$ cat src/include/ldc_map.svh
/*
  Register map and bit positions of the LIN data and command register slice.
  Assumes an APB slave with one aligned 32-bit word per register; index times four
  gives the byte address.
*/
// What this block does
// [RULE1] Eight byte-wide read/write frame data buffers at indices 0x00-0x07, reset zero.
// [RULE2] Command/control register at index 0x08, all bits reset to zero.
// [RULE3] Slave: writing one to bit 7 halts processing until next break; reads zero.
// [RULE4] Slave: bit 6 set sleeps after sleep frame or idle timeout; clear wakes.
// [RULE5] Bit 5 selects frame direction: zero receive, one transmit.
// [RULE6] Slave: software sets bit 4 to acknowledge data request; hardware clears it.
// [RULE7] Writing one to bit 3 clears interrupt pending flag; bit reads zero.
// [RULE8] Writing one to bit 2 clears status and error register errors; reads zero.
// [RULE9] Bit 1 sends a wakeup signal ending sleep, then clears automatically.
// [RULE10] Master: setting bit 0 launches a LIN frame transmission.
// [RULE11] Software loads identifier, length and data before setting start request.
// [RULE12] Start request returns to zero on transmission completion or error.
// [RULE13] Master-only bits act only in master mode, slave-only bits only in slave.
// [RULE14] Status bit 3 shows pending interrupt until cleared by clear command.
// [RULE15] Slave: status bit 4 set when data identifier received.
// [RULE16] Status bit 0 cleared on transmission start, set when transmission completes.
`ifndef LDC_MAP_SVH
`define LDC_MAP_SVH
`define LDC_IDX_DATA_LAST 4'h7
`define LDC_IDX_CTRL 4'h8
`define LDC_IDX_STATUS 4'h9
`define LDC_IDX_ERR 4'ha
`define LDC_IDX_MODE 4'hb
`define LDC_BIT_HALT 7
`define LDC_BIT_SLEEP 6
`define LDC_BIT_DIR 5
`define LDC_BIT_ACK 4
`define LDC_BIT_CLRINT 3
`define LDC_BIT_CLRERR 2
`define LDC_BIT_WAKE 1
`define LDC_BIT_START 0
`define LDC_BIT_MASTER 0
`define LDC_ST_DREQ 4
`define LDC_ST_INT 3
`define LDC_ST_ERR 2
`define LDC_ST_DONE 0
`define LDC_RESET_BYTE 8'h00
`define LDC_CTRL_RW_MASK 8'h73
`endif

$ cat src/include/ldc_pkg.sv
/*
  Types shared by the register slice and its data store.
  Assumes nothing beyond the map header.
*/
package ldc_pkg;
  typedef logic [7:0] ldc_byte_t;
  typedef enum logic [2:0] {
    LDC_IDLE = 3'b001,
    LDC_SETUP = 3'b010,
    LDC_ACCESS = 3'b100
  } ldc_apb_state_t;
endpackage : ldc_pkg

$ cat src/hw/ldc_data_store.sv
/*
  Eight frame data bytes, written from software or from the frame engine.
  Assumes engine writes never coincide with software writes to the same byte;
  the engine wins when they do, since it owns bus timing.
*/
`timescale 1ns/10ps
`default_nettype none
`include "ldc_map.svh"
module ldc_data_store (
  input wire logic core_clk_in, // System clock
  input wire logic rst_in, // Async reset, active high
  input wire logic sw_we_in, // Software write strobe
  input wire logic [2:0] sw_idx_in, // Software byte index
  input wire logic [7:0] sw_data_in, // Software write data
  input wire logic eng_we_in, // Engine write strobe
  input wire logic [2:0] eng_idx_in, // Engine byte index
  input wire logic [7:0] eng_data_in, // Engine write data
  output logic [63:0] bytes_out // All eight bytes, byte 0 lowest
);
  ldc_pkg::ldc_byte_t mem [0:7];
  genvar g;
  generate
    for (g = 0; g < 8; g++) begin : g_byte
      wire logic eng_hit = eng_we_in && (eng_idx_in == 3'(g));
      wire logic sw_hit = sw_we_in && (sw_idx_in == 3'(g));
      always_ff @(posedge core_clk_in or posedge rst_in) begin
        if (rst_in) begin
          mem[g] <= `LDC_RESET_BYTE; // RULE1
        end else if (eng_hit) begin
          mem[g] <= eng_data_in;
        end else if (sw_hit) begin
          mem[g] <= sw_data_in; // RULE1
        end
      end
      assign bytes_out[g*8 +: 8] = mem[g];
    end
  endgenerate
endmodule // ldc_data_store
`default_nettype wire

$ cat src/hw/ldc_regs.sv
/*
  APB register slice of a LIN controller: frame data buffers, command/control,
  read views of status and error flags, and a writable mode register.
  Assumes the frame engine is on the same clock and gives one-cycle event pulses.
*/
`timescale 1ns/10ps
`default_nettype none
`include "ldc_map.svh"
module ldc_regs (
  input wire logic core_clk_in, // System clock, 250 MHz
  input wire logic rst_in, // Async reset, active high
  input wire logic psel, // APB select
  input wire logic penable, // APB enable
  input wire logic pwrite, // APB direction
  input wire logic [7:0] paddr, // APB byte address
  input wire logic [31:0] pwdata, // APB write data
  output logic [31:0] prdata, // APB read data
  output logic pready, // APB ready
  output logic pslverr, // APB error
  input wire logic eng_tx_start_in, // Engine: transmission started
  input wire logic eng_tx_done_in, // Engine: transmission completed
  input wire logic eng_err_in, // Engine: error detected
  input wire logic [7:0] eng_err_bits_in, // Engine: error causes
  input wire logic eng_irq_in, // Engine: interrupt event
  input wire logic eng_dreq_in, // Engine: data identifier received
  input wire logic eng_ack_taken_in, // Engine: acknowledge consumed
  input wire logic eng_break_in, // Engine: break field seen
  input wire logic eng_wake_sent_in, // Engine: wakeup signal sent
  input wire logic eng_we_in, // Engine data byte write
  input wire logic [2:0] eng_idx_in, // Engine data byte index
  input wire logic [7:0] eng_data_in, // Engine data byte
  output logic [63:0] frame_bytes_out, // Data buffers to engine
  output logic frame_direction_out, // One: transmit frame
  output logic sleep_select_out, // Sleep request level
  output logic halted_out, // Processing halted until break
  output logic start_request_out, // Start frame level
  output logic wakeup_request_out, // Send wakeup level
  output logic data_ack_out, // Data request acknowledged
  output logic interrupt_pending_out, // Pending interrupt flag
  output logic error_out // Error flag
);
  // ----------------------------------------------------------------
  // APB decode
  // ----------------------------------------------------------------
  ldc_pkg::ldc_apb_state_t state, next_state;
  wire logic [3:0] idx = paddr[5:2];
  wire logic word_ok = (paddr[1:0] == 2'h0) && (paddr[7:6] == 2'h0);
  wire logic is_data = word_ok && (idx <= `LDC_IDX_DATA_LAST);
  wire logic is_ctrl = word_ok && (idx == `LDC_IDX_CTRL);
  wire logic is_stat = word_ok && (idx == `LDC_IDX_STATUS);
  wire logic is_err = word_ok && (idx == `LDC_IDX_ERR);
  wire logic is_mode = word_ok && (idx == `LDC_IDX_MODE);
  wire logic mapped = is_data || is_ctrl || is_stat || is_err || is_mode;
  // State lags the bus by a cycle: SETUP here means the setup cycle has just ended
  wire logic access = psel && penable && (state == ldc_pkg::LDC_SETUP);
  // Read-only words refuse writes so software sees the mistake
  wire logic bad = !mapped || (pwrite && (is_stat || is_err));
  wire logic wr = access && pwrite && !bad;
  wire logic wr_data = wr && is_data;
  wire logic wr_ctrl = wr && is_ctrl;
  wire logic wr_mode = wr && is_mode;
  wire logic [7:0] wb = pwdata[7:0];

  always_comb begin
    next_state = state;
    case (state)
      ldc_pkg::LDC_IDLE: if (psel && !penable) next_state = ldc_pkg::LDC_SETUP;
      ldc_pkg::LDC_SETUP: next_state = ldc_pkg::LDC_ACCESS;
      ldc_pkg::LDC_ACCESS: next_state = (psel && !penable) ? ldc_pkg::LDC_SETUP
                                                           : ldc_pkg::LDC_IDLE;
      default: next_state = ldc_pkg::LDC_IDLE;
    endcase
  end

  always_ff @(posedge core_clk_in or posedge rst_in) begin
    if (rst_in) state <= ldc_pkg::LDC_IDLE;
    else state <= next_state;
  end

  // Zero wait states: access phase always completes in one cycle
  assign pready = 1'b1;
  assign pslverr = access && bad;

  // ----------------------------------------------------------------
  // Mode and control
  // ----------------------------------------------------------------
  logic master_mode;
  logic [7:0] ctrl;
  logic halted;
  logic dreq;
  logic irq;
  logic err;
  logic done;
  logic [7:0] err_bits;

  wire logic slave_mode = !master_mode;
  wire logic set_halt = wr_ctrl && wb[`LDC_BIT_HALT] && slave_mode; // RULE3 RULE13
  wire logic do_clrint = wr_ctrl && wb[`LDC_BIT_CLRINT]; // RULE7
  wire logic do_clrerr = wr_ctrl && wb[`LDC_BIT_CLRERR]; // RULE8

  always_ff @(posedge core_clk_in or posedge rst_in) begin
    if (rst_in) master_mode <= 1'b0;
    else if (wr_mode) master_mode <= wb[`LDC_BIT_MASTER];
  end

  // Stored bits: sleep, direction, ack, wakeup, start
  always_ff @(posedge core_clk_in or posedge rst_in) begin
    if (rst_in) begin
      ctrl <= `LDC_RESET_BYTE; // RULE2
    end else begin
      if (wr_ctrl) begin
        ctrl[`LDC_BIT_DIR] <= wb[`LDC_BIT_DIR]; // RULE5
        if (slave_mode) ctrl[`LDC_BIT_SLEEP] <= wb[`LDC_BIT_SLEEP]; // RULE4 RULE13
      end
      // Hardware clear loses to a fresh software set in the same cycle
      if (wr_ctrl && slave_mode && wb[`LDC_BIT_ACK]) ctrl[`LDC_BIT_ACK] <= 1'b1; // RULE6
      else if (eng_ack_taken_in) ctrl[`LDC_BIT_ACK] <= 1'b0; // RULE6
      if (wr_ctrl && wb[`LDC_BIT_WAKE]) ctrl[`LDC_BIT_WAKE] <= 1'b1; // RULE9
      else if (eng_wake_sent_in) ctrl[`LDC_BIT_WAKE] <= 1'b0; // RULE9
      if (wr_ctrl && master_mode && wb[`LDC_BIT_START]) begin
        ctrl[`LDC_BIT_START] <= 1'b1; // RULE10 RULE13
      end else if (eng_tx_done_in || eng_err_in) begin
        ctrl[`LDC_BIT_START] <= 1'b0; // RULE12
      end
    end
  end

  always_ff @(posedge core_clk_in or posedge rst_in) begin
    if (rst_in) halted <= 1'b0;
    else if (set_halt) halted <= 1'b1; // RULE3
    else if (eng_break_in) halted <= 1'b0; // RULE3
  end

  // ----------------------------------------------------------------
  // Status flags: an event in the clearing cycle wins
  // ----------------------------------------------------------------
  always_ff @(posedge core_clk_in or posedge rst_in) begin
    if (rst_in) begin
      irq <= 1'b0;
      err <= 1'b0;
      err_bits <= `LDC_RESET_BYTE;
      dreq <= 1'b0;
      done <= 1'b0;
    end else begin
      if (eng_irq_in) irq <= 1'b1; // RULE14
      else if (do_clrint) irq <= 1'b0; // RULE7 RULE14
      if (eng_err_in) err <= 1'b1;
      else if (do_clrerr) err <= 1'b0; // RULE8
      err_bits <= (do_clrerr ? `LDC_RESET_BYTE : err_bits) | eng_err_bits_in; // RULE8
      if (eng_dreq_in && slave_mode) dreq <= 1'b1; // RULE15
      else if (ctrl[`LDC_BIT_ACK] && eng_ack_taken_in) dreq <= 1'b0;
      if (eng_tx_done_in) done <= 1'b1; // RULE16
      else if (eng_tx_start_in) done <= 1'b0; // RULE16
    end
  end

  // ----------------------------------------------------------------
  // Data buffers
  // ----------------------------------------------------------------
  logic [63:0] bytes;
  ldc_data_store u_store (
    .core_clk_in(core_clk_in),
    .rst_in(rst_in),
    .sw_we_in(wr_data),
    .sw_idx_in(idx[2:0]),
    .sw_data_in(wb),
    .eng_we_in(eng_we_in),
    .eng_idx_in(eng_idx_in),
    .eng_data_in(eng_data_in),
    .bytes_out(bytes)
  );

  // ----------------------------------------------------------------
  // Read mux
  // ----------------------------------------------------------------
  // Write-only command bits are absent from the stored byte and read zero
  wire logic [7:0] ctrl_rd = ctrl & `LDC_CTRL_RW_MASK; // RULE3 RULE7 RULE8
  logic [7:0] stat_rd;
  always_comb begin
    stat_rd = `LDC_RESET_BYTE;
    stat_rd[`LDC_ST_DREQ] = dreq; // RULE15
    stat_rd[`LDC_ST_INT] = irq; // RULE14
    stat_rd[`LDC_ST_ERR] = err; // RULE8
    stat_rd[`LDC_ST_DONE] = done; // RULE16
  end
  wire logic [7:0] data_rd = bytes[idx[2:0]*8 +: 8];
  wire logic [7:0] rd_byte = is_data ? data_rd :
                             is_ctrl ? ctrl_rd :
                             is_stat ? stat_rd :
                             is_err ? err_bits :
                             is_mode ? {7'h0, master_mode} : 8'h00;

  always_ff @(posedge core_clk_in or posedge rst_in) begin
    if (rst_in) prdata <= 32'h0000_0000;
    else if (psel && !penable && !pwrite) prdata <= {24'h00_0000, rd_byte};
  end

  assign frame_bytes_out = bytes;
  assign frame_direction_out = ctrl[`LDC_BIT_DIR];
  assign sleep_select_out = ctrl[`LDC_BIT_SLEEP];
  assign halted_out = halted;
  assign start_request_out = ctrl[`LDC_BIT_START];
  assign wakeup_request_out = ctrl[`LDC_BIT_WAKE];
  assign data_ack_out = ctrl[`LDC_BIT_ACK];
  assign interrupt_pending_out = irq;
  assign error_out = err;
endmodule // ldc_regs
`default_nettype wire

$ cat config.mk
export PLATFORM = sky130hd
export DESIGN_NAME = ldc_regs
export DESIGN_NICKNAME = d
export VERILOG_FILES = /design/src/include/ldc_pkg.sv /design/src/hw/ldc_data_store.sv /design/src/hw/ldc_regs.sv
export VERILOG_INCLUDE_DIRS = /design/src /design/src/include
export SDC_FILE = /design/constraint.sdc
export NUM_CORES = 1
export LEC_CHECK = 0
export BUFFER_PORTS_ARGS = -buffer_cell sky130_fd_sc_hd__buf_4
export CAP_MARGIN = 10
export CORE_UTILIZATION = 55
export CTS_CLUSTER_DIAMETER = 120
export DETAILED_ROUTE_END_ITERATION = 8
export PLACE_DENSITY = 0.95
export SYNTH_ARGS = -nofsm -noshare
export SYNTH_HDL_FRONTEND = slang
export SYNTH_SLANG_ARGS = --single-unit
$ cat constraint.sdc
create_clock -name core_clk_in -period 7.4 [get_ports core_clk_in]
set_input_delay 1.48 -clock core_clk_in [delete_from_list [all_inputs] [get_ports core_clk_in]]
set_output_delay 1.48 -clock core_clk_in [all_outputs]
set_load 0.05 [all_outputs]
# ---- Yosys cells after proc, flatten, opt, wreduce, memory -nomap -nowiden
# Index checks and enable logic that the tools add are counted.
dict set report op_classes {
  n_addsub 0
  reduce_logical 77
  n_mul 0
  bitwise 2
  shifts 1
  magnitude_cmp 1
  n_eq_ne 22
  n_mux 41
  n_div 0
}
# cell n
set op_table {}
lappend op_table {{$mux W8} 21}
lappend op_table {{$shiftx A64 B7 Y8} 1}
lappend op_table {{$logic_and A1 B1 Y1} 44}
lappend op_table {{$reduce_bool A2 Y1} 16}
lappend op_table {{$eq A3 B3 Y1 const B} 9}
lappend op_table {{$mux W1} 17}
lappend op_table {{$eq A4 B4 Y1 const B} 4}
lappend op_table {{$eq A3 B2 Y1 const B} 5}
lappend op_table {{$eq A3 B1 Y1 const B} 3}
lappend op_table {{$pmux W3 S3} 1}
lappend op_table {{$or A8 B8 Y8} 1}
lappend op_table {{$logic_or A1 B1 Y1} 7}
lappend op_table {{$logic_not A3 Y1} 2}
lappend op_table {{$logic_not A1 Y1} 5}
lappend op_table {{$le A4 B3 Y1 const B} 1}
lappend op_table {{$logic_not A2 Y1} 2}
lappend op_table {{$mux W3} 1}
lappend op_table {{$mux W2} 1}
lappend op_table {{$ne A2 B2 Y1 const B} 1}
lappend op_table {{$reduce_and A2 Y1} 1}
lappend op_table {{$not A1 Y1} 1}
dict set report word_totals {
  mem_count 0
  mem_bits_ro 0
  latchBits 0
  ramBits 0
  out_inout_bits 106
  reg_bits 94
}

# ---- Logic depth before layout (Yosys ltp)
dict set report logic_depth {
  depth_word 15
  ltp_mapped 7
  depth_no_buf 5
}

# ---- By module
# A second synthesis with hierarchy kept.
dict set report unflattened {
  hier_cells 486
  area_unflattened_um2 5266.3
}
# mod cells_per_inst n_inst seq_area_each_um2 area_per_inst_um2
set modules_own_cells {}
lappend modules_own_cells {ldc_data_store 308 1 1601.5 3221.8}
lappend modules_own_cells {ldc_regs 178 1 752.0 2044.5}

# ---- Worst setup path after synthesis
# No wires, ideal clock.
dict set report synth_timing {
  path_kind {input port to output port}
  start {in paddr[2]}
  end {out pslverr}
  t_arrival_ns 3.729
  setup_slack_ns 2.191
  stages 6
  cell_sequence {buf_2 -> buf_1 -> nand2b_1 -> a21oi_1 -> o21ai_0 -> a211oi_1}
}
dict set report synth_between {
  elab_chain_cells 9
}
# element line_no
set synth_rtl {}
lappend synth_rtl {{start, declared} ldc_regs.sv:15} ;# input wire logic [7:0] paddr,
lappend synth_rtl {{$le A4 B3 Y1 (no line) / $eq A4 B4 Y1 (equally long branches)} n/a}
lappend synth_rtl {{$logic_and A1 B1 Y1, on equally long branches} {ldc_regs.sv:48, ldc_regs.sv:49}}
lappend synth_rtl {{$logic_or A1 B1 Y1 (4 in a row)} ldc_regs.sv:53} ;# wire logic mapped = is_data || is_ctrl || is_stat || is_err || is_mode;
lappend synth_rtl {{$logic_not A1 Y1} ldc_regs.sv:57} ;# wire logic bad = !mapped || (pwrite && (is_stat || is_err));
lappend synth_rtl {{$logic_or A1 B1 Y1 (*)} ldc_regs.sv:57}
lappend synth_rtl {{$logic_and A1 B1 Y1 (*)} ldc_regs.sv:82} ;# assign pslverr = access && bad;
lappend synth_rtl {{end, declared} ldc_regs.sv:19} ;# output logic pslverr,
# Every way passes the cells marked *; elsewhere a longest branch is shown, timed or not.

# ---- Worst setup path in the final report
dict set report layout_timing {
  start {in paddr[3]}
  end {out pslverr}
}
# Same word-level chain as after synthesis.

==> metrics.md <==
| Metric | Value |
|---|---|
| Share of total power in the clock network | 21.5% |
| Detailed-route DRC error count | 0 |
| Routed wire per std cell | 21.3 um |
| Net Sw Frac | 42.7% |
| Slew at the pin with the worst max-slew slack | 1.21 ns |
| H-tree Lvls | 3 |
| Number of enable flip-flop cells after synthesis | 0 |
| Outcome | complete, no violations |
| Post-cts gate resize count | 0 |
| Area of the mapped netlist | 5280 sq um |
| Setup violators final | 0 |
| Cell Count Post-Placement | 737 |
| Routability-driven placement congestion ratio | 0.901 |
| Ranking of synthesized cells by area | sky130_fd_sc_hd__dfrtp_1 (44%), sky130_fd_sc_hd__mux2i_1 (9.9%), sky130_fd_sc_hd__mux4_2 (7.2%) |
| Internal power consumption | 935 uW |
| Final Worst Setup Slack | 2.72 ns |
| CTS root buf | sky130_fd_sc_hd__clkbuf_8 |
| Register area share after synthesis | 44.6% |
| Worst IR Drop VDD | 0.000133 V |
| Die extent in y | 100 um |
| Area of the multi-input gates | 2610 sq um |
| Setup Skew | 0.00967 ns |
| Dominant cell type by count on the critical path | sky130_fd_sc_hd__buf_4 |
| Maximum number of pins on one net before global-route repair | 65 |
| Number of warnings issued by yosys | 0 |
| Fin crit period | 4.68 ns |
| Layout overhead on the synthesized area | 20.0% |
| Number of clock sinks seen by CTS | 94 |
| Worst-path cell chain | buf_4 -> nand2b_1 -> a21oi_1 -> o21ai_0 -> a211oi_1 -> buf_4 |
| Proportion of power drawn by flip-flops and latches | 40.4% |
| Drt via density | 6.36 |
| Crit-path slowest cell | sky130_fd_sc_hd__buf_4 |
| Synth Instances | 526 |
| Leakage | 0.00289 uW |
| Total of hold buffers inserted after clock tree synthesis | 0 |
| Logic pwr share | 38.1% |
| Worst Setup End Kind | output port |
| Register cell area after layout | 2350 sq um |
| Fraction of the cycle the final worst path needs | 63.3% |
| Post-layout nets | 692 |
| Setup TNS | 0 ns |
| Async S/R FF share, synth | 100% |
| Classification of the worst setup path | in2out |
| Number of distinct library cell variants in the gate-level netlist after synthesis | 49 |
| Core box area | 9280 sq um |
| Iter 0 DRT Violations | 555 |
| Reg clk slew, reported paths | 0.09 ns |
| Max Freq | 214 MHz |
| Post-placement worst setup slack | 2.79 ns |
| Fill cell total of the finished layout | 705 |
| RSZ-0062 raised after global routing | false |
| All-Layer GR Usage | 32.6% |
| Number of placement rows | 35 |
| Crit path required time | 5.92 ns |
| Final cell count without fillers | 752 |
| Port Buffers | 129 |
| Most common library cells after synthesis | sky130_fd_sc_hd__dfrtp_1 (93), sky130_fd_sc_hd__mux2i_1 (52), sky130_fd_sc_hd__o21ai_0 (50) |
| Worst Path Arrival | 3.20 ns |
| Max-Slew Margin vs Limit | 18.6% |
| TritonCTS Buffers | 9 |
| Source-to-sink clock delay at the later pin of the worst-skew pair | 0.38 ns |
| Area fraction of the dominant cell type after synthesis | 44.1% |
| Path category of the worst min-delay check | reg2reg |
| Yosys reg bits | 94 |
| Number of hold violations in the final report | 0 |
| Critical Path Fanout Max | 33 |
| Via count | 4783 |
| Antenna violation net count after detailed routing | 0 |
| First-pass detailed-route iteration total | 8 |
| Total overflow reported by the global router | 0 |
| Largest stage delay on the critical path | 0.40 ns |
| Die Outline Area | 10000 sq um |
| Critical Path Source Type | input pin |
| Overall power | 1630 uW |
| Mean instance size in the synthesized netlist | 10.0 sq um |
| Routed WL | 16.0 mm |
| Half-perimeter wire length of the detailed placement result | 11.2 mm |
| Antenna fix cells | 0 |
| Largest area contributor in the synthesized netlist | sky130_fd_sc_hd__dfrtp_1 |
| Worst-case clock buffer depth | 2 |
| Max-cap viol count | 0 |
| Most repeated cell in the gate-level netlist after synthesis | sky130_fd_sc_hd__dfrtp_1 |
| Fraction of layout cells with a size suffix above 1 | 29.9% |
| I/O pins | 179 |
| Total power density per cell area | 258 nW/um^2 |
| Number of slew-limit violations in the final report | 0 |
| Antenna violations before repair | 0 |
| Via count of the first global-routing pass | 4611 |
| Post-CTS setup buffers | 0 |
| Switching power summed over all nets | 698 uW |
| Global-route wire length before repair | 24.4 mm |
| Effective utilization at floorplan | 56.9% |
| CTS tree | done |
| Horizontal die dimension | 100 um |
| Most used DFF post-synth | sky130_fd_sc_hd__dfrtp_1 |
metal layers:
metal	share of wire (%)	routed length (um)	GRT usage, %	vias to the layer above
li1	-	-	-	2038
met1	37	5880	41.7	2280
met2	47	7530	52.0	400
met3	12	1900	7.80	65
met5	0	0	0	-
met4	4.5	728	16.7	0
cells by family (layout without fill, tap and decap cells):
logic type | after synthesis | count (layout) | share of synthesized area [%]
and+or+nand+nor | 152 | 152 | 15.6
DFF | 94 | 94 | 44.6
muxes | 72 | 72 | 17.7
buffers and inverters | 81 | 155 | 7.87
other | 2 | 25 | 0.142
xor gates and xnor gates | 1 | 1 | 0.166
AOI/OAI and AO/OA | 124 | 124 | 13.9
sequential cells by signal, summed over array words and instances, names as in the netlist:
signal	cells
u_store.bytes_out	64
err_bits	8
prdata	8
state	3
data_ack_out	1
done	1
dreq	1
error_out	1
frame_direction_out	1
halted_out	1
interrupt_pending_out	1
master_mode	1
sleep_select_out	1
start_request_out	1
wakeup_request_out	1
path summary, 6_finish.rpt:
check	startpoint	endpoint	slack, ns	cells past startpoint
setup / recovery	paddr[3]	pslverr	2.72	6
hold / removal	state[1]	state[1]	0.45	1
setup reg to reg	state[2]	u_store.bytes_out[54]	4.83	4
hold reg to reg	state[1]	state[1]	0.45	1
max in group asynchronous	rst_in	u_store.bytes_out[43]	5.09	3
min in group asynchronous	rst_in	state[1]	1.12	2
worst max-delay path, delay by kind of cell:
kind | cells | cell delay, ns
buffers and inverters | 2 | 0.65
AO/OA/AOI/OAI | 3 | 0.65
AND/OR/NAND/NOR | 1 | 0.39
placed cells by master (no fill, tap or decap), types with 3 or more instances in the layout:
master and instances:
sky130_fd_sc_hd__a22oi_1 7, sky130_fd_sc_hd__a22o_1 3, sky130_fd_sc_hd__conb_1 25, sky130_fd_sc_hd__clkbuf_8 9
sky130_fd_sc_hd__nand2_1 40, sky130_fd_sc_hd__buf_4 132, sky130_fd_sc_hd__a31oi_1 24, sky130_fd_sc_hd__o21ai_1 12
sky130_fd_sc_hd__nor2b_1 3, sky130_fd_sc_hd__nand3_1 26, sky130_fd_sc_hd__mux2i_1 52, sky130_fd_sc_hd__nand4_2 3
sky130_fd_sc_hd__inv_1 6, sky130_fd_sc_hd__a21oi_1 9, sky130_fd_sc_hd__a21o_1 11, sky130_fd_sc_hd__nand2b_1 4
sky130_fd_sc_hd__dfrtp_1 93, sky130_fd_sc_hd__mux4_2 17, sky130_fd_sc_hd__or3b_2 3, sky130_fd_sc_hd__mux2_2 3
sky130_fd_sc_hd__nand4b_1 4, sky130_fd_sc_hd__nand4_1 4, sky130_fd_sc_hd__nor3_1 7, sky130_fd_sc_hd__nor2_1 39
sky130_fd_sc_hd__o21ai_0 50
through the flow:
stage / utilization, % / area, sq um / hold slack (ns)
after floorplan: - / 5370 / 0.412
after global placement: 66.2 / 6150 / 0.424
after detailed placement: 66.2 / 6150 / 0.435
final: 68.3 / 6340 / 0.450
after CTS: 68.3 / 6340 / 0.449
after global routing: 68.3 / 6340 / 0.471
power groups by stage:
stage / Sequential [uW] / Combinational, uW / Clock, uW
6_report: 659 / 623 / 351
5_1_grt: 664 / 647 / 368
4_1_cts: 655 / 621 / 350
3_5_place_dp: 664 / 619 / 0
3_3_place_gp: 660 / 606 / 0
2_1_floorplan: 890 / 192 / 0
layout make-up:
| cell class | instances | area share [%] |
|---|---|---|
| multi-input cells | 374 | 41.2 |
| flip-flops and latches | 94 | 37.1 |
| repair buffers | 132 | 15.6 |
| well taps | 129 | 2.55 |
| clock buffers | 9 | 1.95 |
| clock inverters | 6 | 1.09 |
| inverters | 8 | 0.493 |
Power figures use the tool's default switching activity.
